<file path="src/design/cif_regs.svh">
`ifndef CIF_REGS_SVH
`define CIF_REGS_SVH
// Notes on behaviour
// - Every frame lands in background buffer first
// - Notify processor only for frames that pass; drop events also raise IRQ_OUT when enabled in IEN
// - Failing frame is overwritten by next frame
// - Code bytes compared bitwise with identifier bytes
// - Extended frames use all four bank bytes
// - Standard frames use first two bank bytes
// - Each byte compare qualified by same-index mask
// - Mask bit 0 needs identifier bit equal code
// - Mask bit 1 makes code bit don't care
// - Accept only when all unmasked bits match
// - Readable always, writable only in init mode
// - Layout select: 2x32, 4x16, 8x8 or closed
// - Closed filter accepts nothing, foreground untouched
// - Hit index updated on foreground load

// Register byte offsets
`define CIF_OFS_CODE0   8'h00
`define CIF_OFS_MASK0   8'h20
`define CIF_OFS_CTRL    8'h40
`define CIF_OFS_STAT    8'h44
`define CIF_OFS_IEN     8'h48
`define CIF_OFS_FGID    8'h4c
`define CIF_BANK_MASK   8'he0
`define CIF_IDX_MSB     4
`define CIF_IDX_LSB     2

// Field positions
`define CIF_CTRL_HIT_LSB  0
`define CIF_HIT_W         3
`define CIF_CTRL_LAY_LSB  4
`define CIF_LAY_W         2
`define CIF_CTRL_INIT_BIT 8
`define CIF_CTRL_ACK_BIT  9
`define CIF_EV_W          2
`define CIF_ST_ACCEPT     0
`define CIF_ST_DROP       1
`define CIF_ID_IDE_BIT    19

// Every register resets to zero
`define CIF_RST_STATE     '0

`endif

</file>
<file path="src/design/cif_pkg.sv">
`default_nettype none
package cif_pkg;

  typedef logic [7:0][7:0] cif_bytes_t;

  typedef enum logic [1:0] {
    CIF_L32    = 2'h0,
    CIF_L16    = 2'h1,
    CIF_L8     = 2'h2,
    CIF_CLOSED = 2'h3
  } cif_layout_e;

  typedef enum logic [2:0] {
    CIF_REG_CODE = 3'h0,
    CIF_REG_MASK = 3'h1,
    CIF_REG_CTRL = 3'h2,
    CIF_REG_STAT = 3'h3,
    CIF_REG_IEN  = 3'h4,
    CIF_REG_FGID = 3'h5,
    CIF_REG_NONE = 3'h6
  } cif_reg_e;

  typedef struct packed {
    cif_bytes_t  code;
    cif_bytes_t  mask;
    cif_layout_e layout;
    logic        init_req;
    logic [2:0]  hit;
    logic [1:0]  stat;
    logic [1:0]  irq_en;
    logic [31:0] bg_ident;
    logic        bg_pend;
    logic [31:0] fg_ident;
    logic        accept;
    logic [31:0] rdata;
  } cif_state_s;

endpackage
`default_nettype wire

</file>
<file path="src/design/cif_filter.sv">
// The implementer's own choices: the APB register port and the address map.
`default_nettype none
`include "cif_regs.svh"

module cif_filter
  import cif_pkg::*;
(
  input  wire logic        CLOCK_IN,
  input  wire logic        SRST_IN,
  input  wire logic        CLK_EN_IN,
  input  wire logic        PSEL_IN,
  input  wire logic        PENABLE_IN,
  input  wire logic        PWRITE_IN,
  input  wire logic [7:0]  PADDR_IN,
  input  wire logic [31:0] PWDATA_IN,
  output logic             PREADY_OUT,
  output logic [31:0]      PRDATA_OUT,
  output logic             PSLVERR_OUT,
  input  wire logic        FRAME_VALID_IN,
  input  wire logic [31:0] FRAME_IDENT_IN,
  input  wire logic        INIT_ACK_IN,
  output logic             INIT_REQ_OUT,
  output logic             FRAME_ACCEPT_OUT,
  output logic [31:0]      FG_IDENT_OUT,
  output logic [2:0]       HIT_INDEX_OUT,
  output logic             IRQ_OUT
);

  ////////////////////////////////////////////////////////////////////////////
  // Functions

  function automatic logic byte_ok(
    input logic [7:0] id,
    input logic [7:0] code,
    input logic [7:0] mask
  );
    return ((id ^ code) & ~mask) == 8'h00;
  endfunction

  function automatic logic [7:0] filt_hits(
    input logic [31:0] id,
    input cif_bytes_t  c,
    input cif_bytes_t  m,
    input cif_layout_e lay
  );
    logic [3:0][7:0] idr;
    logic            ext;
    logic [7:0]      h;
    h   = 8'h00;
    idr = {id[7:0], id[15:8], id[23:16], id[31:24]};
    ext = id[`CIF_ID_IDE_BIT];
    // Standard frames never look at ident bytes 2 and 3
    unique case (lay)
      CIF_L32: begin
        for (int f = 0; f < 2; f++) begin
          h[f] = byte_ok(idr[0], c[4*f], m[4*f])
               & byte_ok(idr[1], c[4*f+1], m[4*f+1])
               & (!ext
                  | (byte_ok(idr[2], c[4*f+2], m[4*f+2])
                   & byte_ok(idr[3], c[4*f+3], m[4*f+3])));
        end
      end
      CIF_L16: begin
        for (int f = 0; f < 4; f++) begin
          h[f] = byte_ok(idr[0], c[2*f], m[2*f])
               & byte_ok(idr[1], c[2*f+1], m[2*f+1]);
        end
      end
      CIF_L8: begin
        for (int f = 0; f < 8; f++) begin
          h[f] = byte_ok(idr[0], c[f], m[f]);
        end
      end
      CIF_CLOSED: begin
        h = 8'h00;
      end
    endcase
    return h;
  endfunction

  function automatic logic [2:0] first_hit(input logic [7:0] h);
    logic [2:0] idx;
    idx = 3'h0;
    for (int i = 7; i >= 0; i--) begin
      if (h[i]) begin
        idx = 3'(i);
      end
    end
    return idx;
  endfunction

  function automatic cif_reg_e reg_sel(input logic [7:0] a);
    cif_reg_e s;
    s = CIF_REG_NONE;
    if ((a & `CIF_BANK_MASK) == `CIF_OFS_CODE0) begin
      s = CIF_REG_CODE;
    end else if ((a & `CIF_BANK_MASK) == `CIF_OFS_MASK0) begin
      s = CIF_REG_MASK;
    end else if (a == `CIF_OFS_CTRL) begin
      s = CIF_REG_CTRL;
    end else if (a == `CIF_OFS_STAT) begin
      s = CIF_REG_STAT;
    end else if (a == `CIF_OFS_IEN) begin
      s = CIF_REG_IEN;
    end else if (a == `CIF_OFS_FGID) begin
      s = CIF_REG_FGID;
    end
    // Byte lanes of a word other than offset 0 are not decoded
    if (a[1:0] != 2'h0) begin
      s = CIF_REG_NONE;
    end
    return s;
  endfunction

  ////////////////////////////////////////////////////////////////////////////
  // State

  cif_state_s  q;
  cif_state_s  d;
  cif_reg_e    sel;
  logic [2:0]  idx;
  logic        init_ok;
  logic        wr;
  logic [7:0]  hits;
  logic        any_hit;
  logic [1:0]  w1c;
  logic [1:0]  ev;
  logic [31:0] rd;

  assign sel     = reg_sel(PADDR_IN);
  assign idx     = PADDR_IN[`CIF_IDX_MSB:`CIF_IDX_LSB];
  assign init_ok = q.init_req & INIT_ACK_IN;
  assign wr      = PSEL_IN & PENABLE_IN & PWRITE_IN;
  // Decision uses the buffered copy, never the live input
  assign hits    = filt_hits(q.bg_ident, q.code, q.mask, q.layout);
  assign any_hit = |hits;

  ////////////////////////////////////////////////////////////////////////////
  // Read mux

  always_comb begin
    rd = 32'h0000_0000;
    unique case (sel)
      CIF_REG_CODE: rd[7:0] = q.code[idx];
      CIF_REG_MASK: rd[7:0] = q.mask[idx];
      CIF_REG_CTRL: begin
        rd[`CIF_CTRL_HIT_LSB +: `CIF_HIT_W] = q.hit;
        rd[`CIF_CTRL_LAY_LSB +: `CIF_LAY_W] = q.layout;
        rd[`CIF_CTRL_INIT_BIT]              = q.init_req;
        rd[`CIF_CTRL_ACK_BIT]               = INIT_ACK_IN;
      end
      CIF_REG_STAT: rd[`CIF_EV_W-1:0] = q.stat;
      CIF_REG_IEN:  rd[`CIF_EV_W-1:0] = q.irq_en;
      CIF_REG_FGID: rd = q.fg_ident;
      CIF_REG_NONE: rd = 32'h0000_0000;
      default:      rd = 32'h0000_0000;
    endcase
  end

  ////////////////////////////////////////////////////////////////////////////
  // Next state

  always_comb begin
    d        = q;
    d.accept = 1'b0;
    w1c      = 2'h0;
    ev       = 2'h0;

    // Register writes
    if (wr) begin
      unique case (sel)
        CIF_REG_CODE: begin
          if (init_ok) begin
            d.code[idx] = PWDATA_IN[7:0];
          end
        end
        CIF_REG_MASK: begin
          if (init_ok) begin
            d.mask[idx] = PWDATA_IN[7:0];
          end
        end
        CIF_REG_CTRL: begin
          // Request bit stays writable so init mode can be left
          d.init_req = PWDATA_IN[`CIF_CTRL_INIT_BIT];
          if (init_ok) begin
            d.layout = cif_layout_e'(
              PWDATA_IN[`CIF_CTRL_LAY_LSB +: `CIF_LAY_W]);
          end
        end
        CIF_REG_STAT: w1c = PWDATA_IN[`CIF_EV_W-1:0];
        CIF_REG_IEN:  d.irq_en = PWDATA_IN[`CIF_EV_W-1:0];
        CIF_REG_FGID: d.irq_en = q.irq_en;
        CIF_REG_NONE: d.irq_en = q.irq_en;
        default:      d.irq_en = q.irq_en;
      endcase
    end

    // Filter decision one cycle after capture
    if (q.bg_pend) begin
      d.bg_pend = 1'b0;
      if (any_hit) begin
        d.fg_ident = q.bg_ident;
        d.hit      = first_hit(hits);
        d.accept   = 1'b1;
        ev[`CIF_ST_ACCEPT] = 1'b1;
      end else begin
        ev[`CIF_ST_DROP] = 1'b1;
      end
    end

    // A new frame simply overwrites the background slot
    if (FRAME_VALID_IN) begin
      d.bg_ident = FRAME_IDENT_IN;
      d.bg_pend  = 1'b1;
    end

    // Set wins over clear
    d.stat = (q.stat & ~w1c) | ev;

    // Read data registered in setup so it is steady in access
    if (PSEL_IN & ~PENABLE_IN) begin
      d.rdata = rd;
    end
  end

  always_ff @(posedge CLOCK_IN) begin
    if (SRST_IN) begin
      q <= `CIF_RST_STATE;
    end else if (CLK_EN_IN) begin
      q <= d;
    end
  end

  ////////////////////////////////////////////////////////////////////////////
  // Outputs

  // Frozen clock enable also stalls the bus
  // Limitation: a setup edge with clock enable low leaves stale read data
  assign PREADY_OUT       = CLK_EN_IN;
  assign PSLVERR_OUT      = PSEL_IN & PENABLE_IN & (sel == CIF_REG_NONE);
  assign PRDATA_OUT       = q.rdata;
  assign INIT_REQ_OUT     = q.init_req;
  assign FRAME_ACCEPT_OUT = q.accept;
  assign FG_IDENT_OUT     = q.fg_ident;
  assign HIT_INDEX_OUT    = q.hit;
  assign IRQ_OUT          = |(q.stat & q.irq_en);
endmodule // cif_filter
`default_nettype wire

</file>
<file path="config.mk">
export PLATFORM = sky130hd
export DESIGN_NAME = cif_filter
export DESIGN_NICKNAME = d
export VERILOG_FILES = /design/src/design/cif_pkg.sv /design/src/design/cif_filter.sv
export VERILOG_INCLUDE_DIRS = /design/src /design/src/design
export SDC_FILE = /design/constraint.sdc
export NUM_CORES = 1
export LEC_CHECK = 0
export ABC_AREA = 1
export ABC_CLOCK_PERIOD_IN_PS = 2770
export BUFFER_PORTS_ARGS = -buffer_cell sky130_fd_sc_hd__buf_2
export CAP_MARGIN = 10
export CELL_PAD_IN_SITES_DETAIL_PLACEMENT = 0
export CELL_PAD_IN_SITES_GLOBAL_PLACEMENT = 1
export CORE_ASPECT_RATIO = 1.75
export CORE_UTILIZATION = 33
export CTS_CLUSTER_DIAMETER = 50
export DETAILED_ROUTE_END_ITERATION = 16
export PLACE_DENSITY_LB_ADDON = 0.1
export SYNTH_ARGS = -nofsm -noshare
export SYNTH_HDL_FRONTEND = slang
export SYNTH_SLANG_ARGS = --single-unit
</file>
<file path="constraint.sdc">
create_clock -name CLOCK_IN -period 2.77 [get_ports CLOCK_IN]
set_input_delay 0.1385 -clock CLOCK_IN [delete_from_list [all_inputs] [get_ports CLOCK_IN]]
set_output_delay 0.1385 -clock CLOCK_IN [all_outputs]
set_load 0.02 [all_outputs]
</file>
; ---- Yosys cells after proc, flatten, opt, wreduce, memory -nomap -nowiden
; Index checks and enable logic that the tools add are counted.
[classes]
muxes = 41
eq_ne = 14
n_bitwise = 60
n_reduce_logical = 32
order_cmp = 2
[ops]
columns = op, count
row1 = $logic_not 8->1, 17
row2 = $and 8x8->8, 16
row3 = $bwmux 64, 2
row4 = $xor 8x8->8, 16
row5 = $not 8->8, 8
row6 = $bmux 8 s3, 2
row7 = $mux 3, 13
row8 = $eq 8x7->1 const B, 4
row9 = $demux 8 s3, 1
row10 = $mux 8, 3
row11 = $mux 22, 1
row12 = $pmux 2 s4, 2
row13 = $and 1x1->1, 13
row14 = $pmux 2 s6, 1
row15 = $reduce_and 4->1, 3
row16 = $mux 2, 5
row17 = $eq 3x3->1 const B, 3
row18 = $reduce_and 3->1, 3
row19 = $pmux 2 s2, 2
row20 = $reduce_or 8->1, 1
row21 = $eq 3x1->1 const B, 2
row22 = $eq 3x2->1 const B, 2
row23 = $pmux 2 s3, 1
row24 = $mux 1, 5
row25 = 19 further kinds, 23
[word_totals]
word_cells = 175
output_inout_bits = 72
regBits = 236

; ---- Logic depth before layout (Yosys ltp)
[depth]
word_depth = 14
mapped_depth = 18

; ---- Worst setup path before layout
; Ideal clock, no wire load.
[synth_timing]
path_type = register to register
from = reg q[95] in the netlist's numbering
to = reg q, in the netlist FG_IDENT_OUT[23]
arrival_time_ns = 1.736
period_less_slack_ns = 1.849
setup_time_ns = 0.113
required_ns = 2.657
stages_incl_launch_ff = 16
setup_slack_ns = 0.921
cell_sequence = dfxtp_1 -> buf_2 -> inv_2 -> buf_6 -> nand2_1 -> nand3_1 -> nand2_1 -> nor2_1 -> nand3_1 -> o21ai_0 -> nor2_2 -> nand3_4 -> buf_6 -> buf_8 -> a21oi_2 -> nor2_1
[synth_between]
elab_chain_len = 8
elab_cells_between_ends = 35
classes_between = 3 x mux / 22 x bitwise / 10 x reduce/logical
[synth_rtl]
columns = element, line
row1 = "start, declared", cif_filter.sv:118  ; cif_state_s q;
row2 = "start signal, assigned", cif_filter.sv:228  ; q <= `CIF_RST_STATE;
row3 = $xor 8x8->8, cif_filter.sv:37  ; return ((id ^ code) & ~mask) == 8'h00;
row4 = $and 8x8->8, cif_filter.sv:37
row5 = $logic_not 8->1, cif_filter.sv:37
row6 = $and 1x1->1, "cif_filter.sv:57, cif_filter.sv:66"
row7 = $and 1x1->1, cif_filter.sv:58  ; & (!ext
row8 = $pmux 2 s4, cif_filter.sv:53  ; unique case (lay)
row9 = $reduce_or 8->1 (*), cif_filter.sv:136  ; assign any_hit = |hits;
row10 = $reduce_and 3->1 (no source line) (*), -
; Every way passes the cells marked *; elsewhere a longest branch is shown, timed or not.
; A chain may end at the register's enable or synchronous reset.

; ---- Final worst setup path
[layout_timing]
from = reg q[97] in the netlist's numbering
to = reg q, in the netlist FRAME_ACCEPT_OUT
[layout_between]
elab_chain_len = 9
elab_cells_between_ends = 36
classes_between = 5 x mux / 22 x bitwise / 9 x reduce/logical
[layout_rtl]
columns = element, line
row1 = $xor 8x8->8, cif_filter.sv:37
row2 = $and 8x8->8, cif_filter.sv:37
row3 = $logic_not 8->1, cif_filter.sv:37
row4 = $and 1x1->1, "cif_filter.sv:57, cif_filter.sv:66"
row5 = $and 1x1->1, cif_filter.sv:58
row6 = $pmux 2 s4, cif_filter.sv:53
row7 = $reduce_or 8->1 (*), cif_filter.sv:136
row8 = $mux 1 (*), cif_filter.sv:201  ; if (any_hit) begin
row9 = $mux 1 (*), cif_filter.sv:199  ; if (q.bg_pend) begin
; Marked as above.

==> Implementation_results.wiki <==
{| class="wikitable"
! Metric !! Value
|-
| Status || completed
|-
| Global-route wire length before repair || 80.32 mm
|-
| Count of warnings emitted by yosys || 0
|-
| Main area contributors after synthesis || sky130_fd_sc_hd__dfxtp_1 (37%), sky130_fd_sc_hd__nand2_1 (13%), sky130_fd_sc_hd__a21oi_1 (11%)
|-
| Sequential element share of the synthesized area || ~37%
|-
| Via count of the first global-routing pass || 12110
|-
| Sum of internal, switching and leakage power || just under 9 mW
|-
| Buffers & Inverters on Critical Path || 2
|-
| Power Dens Cells || 582.0 nW/um^2
|-
| Stage delay of the slowest cell on the critical path || approximately 0.61 ns
|-
| Layout net count || 2108
|-
| Mean instance size in the synthesized netlist || 6.526 sq um
|-
| Floorplan die height || 261.6 um
|-
| CTS Sinks || about 240
|-
| Count of cell types in the netlist || 38
|-
| Number of iterations in the first detailed-routing pass || 5
|-
| Clock root buffer master || sky130_fd_sc_hd__clkbuf_16
|-
| Remaining max-slew budget at the tightest pin || approximately 48%
|-
| Highest net fanout along the worst path || 19
|-
| Via count || 12980
|-
| Fraction of final layout cells with drive strength greater than 1 || a little over an eighth
|-
| Final hold violation count || 0
|-
| Filler cell count in the final layout || about 4100
|-
| Standby leakage power || roughly 6.4 nW
|-
| #FFs+latches synth || 236
|-
| Initial core utilization || about a third
|-
| Achievable clock frequency || 0.4026 GHz
|-
| Worst min-delay path category || primary input to flip-flop
|-
| Avg Vias per Cell || 5.140
|-
| Crit-path slowest cell || sky130_fd_sc_hd__dfxtp_1
|-
| Post-CTS setup buffer count || 0
|-
| Detail-routed net length per standard cell || 22.12 um
|-
| Worst-margin pin slew || 0.7746 ns
|-
| Antenna violations before repair || 1
|-
| Final wirelength || 55.87 mm
|-
| First DRT Iteration DRCs || 926
|-
| Count of buffers inserted at the top-level ports || between 100 and 150
|-
| Synth cell count leaders || sky130_fd_sc_hd__nand2_1 (457), sky130_fd_sc_hd__a21oi_1 (278), sky130_fd_sc_hd__dfxtp_1 (236)
|-
| Die boundary width || roughly 150 um
|-
| Clock input transition at the sequential cells of the worst setup and hold paths || 0.07 ns
|-
| Top delay family on crit path || simple AND/OR/NAND/NOR gates
|-
| Pin count of the biggest net entering global routing || 70
|-
| Grt total ovfl || 0
|-
| GRT Resource Usage Total || 28.43%
|-
| Top-count cell post-synth || sky130_fd_sc_hd__nand2_1
|-
| Unrepaired setup endpoints after global routing || false
|-
| Cell type with the largest total area after synthesis || sky130_fd_sc_hd__dfxtp_1
|-
| Post-route antenna net violation count || 0
|-
| Post-route setup TNS || 0 ns
|-
| Clock Skews || 0.03004 ns
|-
| Crit. End Element || flip-flop
|-
| Count of hold buffers inserted by post-cts repair || 33
|-
| Number of buffers added by the clock tree synthesis step || 27
|-
| Post-synthesis to final-layout area growth || 16.92%
|-
| Final period utilization || between 80% and 90%
|-
| CTS tree || yes
|-
| Die footprint || just under 40000 sq um
|-
| Number of enable-type register cells in the synthesized netlist || 0
|-
| Global placer's final weighted congestion || between 0.9 and 1
|-
| Number of instances in the synthesized netlist || 1948
|-
| Count of boundary I/O pins || 152
|-
| Crit start category || flip-flop
|-
| Core outline area || 37750 sq um
|-
| Cell chain of the critical path || inv_4 > nand2_1 > nand3_1 > nand2_1 > nor2_1 > nand2_1 > nor2_1 > nand2_1 > nand2_1 > o21ai_2 > nand3_4 > buf_4 > nand2_1 > a21oi_1
|-
| Number of gates resized after cts || 0
|-
| Antenna diode count || 0
|-
| DRC Markers || 0
|-
| Skew-Pair Late Insertion Delay || 0.58 ns
|-
| Max_cap viols || 0
|-
| Slew Limit Fails || 0
|-
| Maximum level of the CTS H-tree || 1
|-
| Most Frequent Cell on Critical Path || sky130_fd_sc_hd__nand2_1
|-
| Share of the synthesized area in the top cell type || 37.17%
|-
| Sum of net half-perimeters after detailed placement || between 40 and 50 mm
|-
| Required time reported for the critical path endpoint || 3.21 ns
|-
| Synthesized Nets || 2031
|-
| Syn Std Cell Area || about 13000 sq um
|-
| Core Rows || 94
|-
| Type of the worst setup path || flip-flop to flip-flop
|-
| Maximum clock path buffer count || 3
|-
| Worst supply voltage drop on vdd || 0.0003699 V
|-
| Arrival time of the worst setup path || 2.92 ns
|-
| Primary FF master, synth || sky130_fd_sc_hd__dfxtp_1
|-
| Clock period minus worst slack || between 2 and 2.5 ns
|-
| Share of the core filled with cells in the final layout || 39.37%
|-
| Setup violation total in the final timing report || 0
|-
| Proportion of synthesized flip-flops having asynchronous set or reset || 0%
|}
worst min-delay path, stage by stage:
cell	delay, ns
sky130_fd_sc_hd__buf_2	0.07
sky130_fd_sc_hd__o21ai_0	0.16
sky130_fd_sc_hd__a21oi_1	0.15
per-stage QoR:
stage,setup slack [ns],hold WS (ns),instances,instance area (sq um)
2_1_floorplan,0.9205,0.2076,1948,12710
3_3_place_gp,0.3234,0.4129,2443,13550
3_5_place_dp,0.3161,0.4238,2443,13550
4_1_cts,0.3222,0.002688,2526,14860
5_1_grt,0.08558,0.002856,2526,14860
6_report,0.2862,0.004849,2526,14860
flip-flops by register name (all words and copies together), names as in the netlist:
name and flops:
q 167, FG_IDENT_OUT 32, PRDATA_OUT 32, HIT_INDEX_OUT 3
FRAME_ACCEPT_OUT 1, INIT_REQ_OUT 1
where the power goes:
| group | leakage, nW | internal [mW] | total (mW) | switching [mW] |
|---|---|---|---|---|
| Clock | 0.480 | 2.40 | 4.05 | 1.64 |
| Combinational | 3.99 | 0.336 | 1.09 | 0.753 |
| Sequential | 1.91 | 3.45 | 3.51 | 0.0629 |
metal layers:
metal	wire length (um)	global-route usage, %	vias up	part of all wire, %
met5	0	0	-	0
met4	2819	13.97	0	5.0
met3	2278	2.500	91	4.1
met2	29340	53.51	389	53
met1	21430	31.41	5963	38
li1	-	-	6540	-
final cells by class:
class / instances / area [sq um] / area share (%)
clock buffer: 33 / 748.2 / 5.034
timing repair buffer: 224 / 1531 / 10.30
sequential: 236 / 4725 / 31.79
clock inverter: 17 / 239.0 / 1.608
multi-input combinational: 1336 / 6256 / 42.09
inverter: 200 / 763.2 / 5.135
tap: 480 / 600.6 / 4.041
placed cells by master, fill, tap and decap left out, types with 4 or more instances in the layout:
| cell type | count |
|---|---|
| sky130_fd_sc_hd__nand4_1 | 11 |
| sky130_fd_sc_hd__dfxtp_1 | 236 |
| sky130_fd_sc_hd__nor2_1 | 95 |
| sky130_fd_sc_hd__a21oi_2 | 10 |
| sky130_fd_sc_hd__o21ai_1 | 27 |
| sky130_fd_sc_hd__nand2_1 | 456 |
| sky130_fd_sc_hd__nor2_4 | 4 |
| sky130_fd_sc_hd__o21ai_0 | 223 |
| sky130_fd_sc_hd__o221ai_1 | 20 |
| sky130_fd_sc_hd__nor3_1 | 9 |
| sky130_fd_sc_hd__bufinv_16 | 5 |
| sky130_fd_sc_hd__buf_2 | 128 |
| sky130_fd_sc_hd__o31ai_1 | 4 |
| sky130_fd_sc_hd__clkbuf_8 | 5 |
| sky130_fd_sc_hd__inv_1 | 185 |
| sky130_fd_sc_hd__dlygate4sd3_1 | 33 |
| sky130_fd_sc_hd__a31oi_1 | 4 |
| sky130_fd_sc_hd__inv_2 | 9 |
| sky130_fd_sc_hd__nand3_1 | 168 |
| sky130_fd_sc_hd__clkbuf_16 | 27 |
| sky130_fd_sc_hd__clkinv_2 | 4 |
| sky130_fd_sc_hd__buf_12 | 7 |
| sky130_fd_sc_hd__o211ai_1 | 8 |
| sky130_fd_sc_hd__buf_4 | 56 |
| sky130_fd_sc_hd__a21oi_1 | 278 |
path summary, 6_finish.rpt:
check             slack (ns)                            end                       start  depth (start not counted)
setup reg to reg        0.29  FRAME_ACCEPT_OUT$_SDFFE_PP0P_          q[97]$_SDFFE_PP0P_                         14
setup / recovery        0.29  FRAME_ACCEPT_OUT$_SDFFE_PP0P_          q[97]$_SDFFE_PP0P_                         14
hold / removal         0.005             q[74]$_SDFFE_PP0P_           FRAME_IDENT_IN[8]                          3
hold reg to reg         0.47     PRDATA_OUT[5]$_SDFFE_PP0P_  PRDATA_OUT[5]$_SDFFE_PP0P_                          2
logic make-up (layout without fill, tap and decap cells):
kind of cell | count (synthesis) | in the layout | synth area share [%]
buffers and inverters | 376 | 474 | 13.70
adder cells (fa/ha/maj) | 3 | 3 | 0.2953
AO/OA/AOI/OAI | 580 | 580 | 24.15
AND/OR/NAND/NOR | 753 | 753 | 24.69
flip-flops | 236 | 236 | 37.17
(Power assumes the default switching activity.)
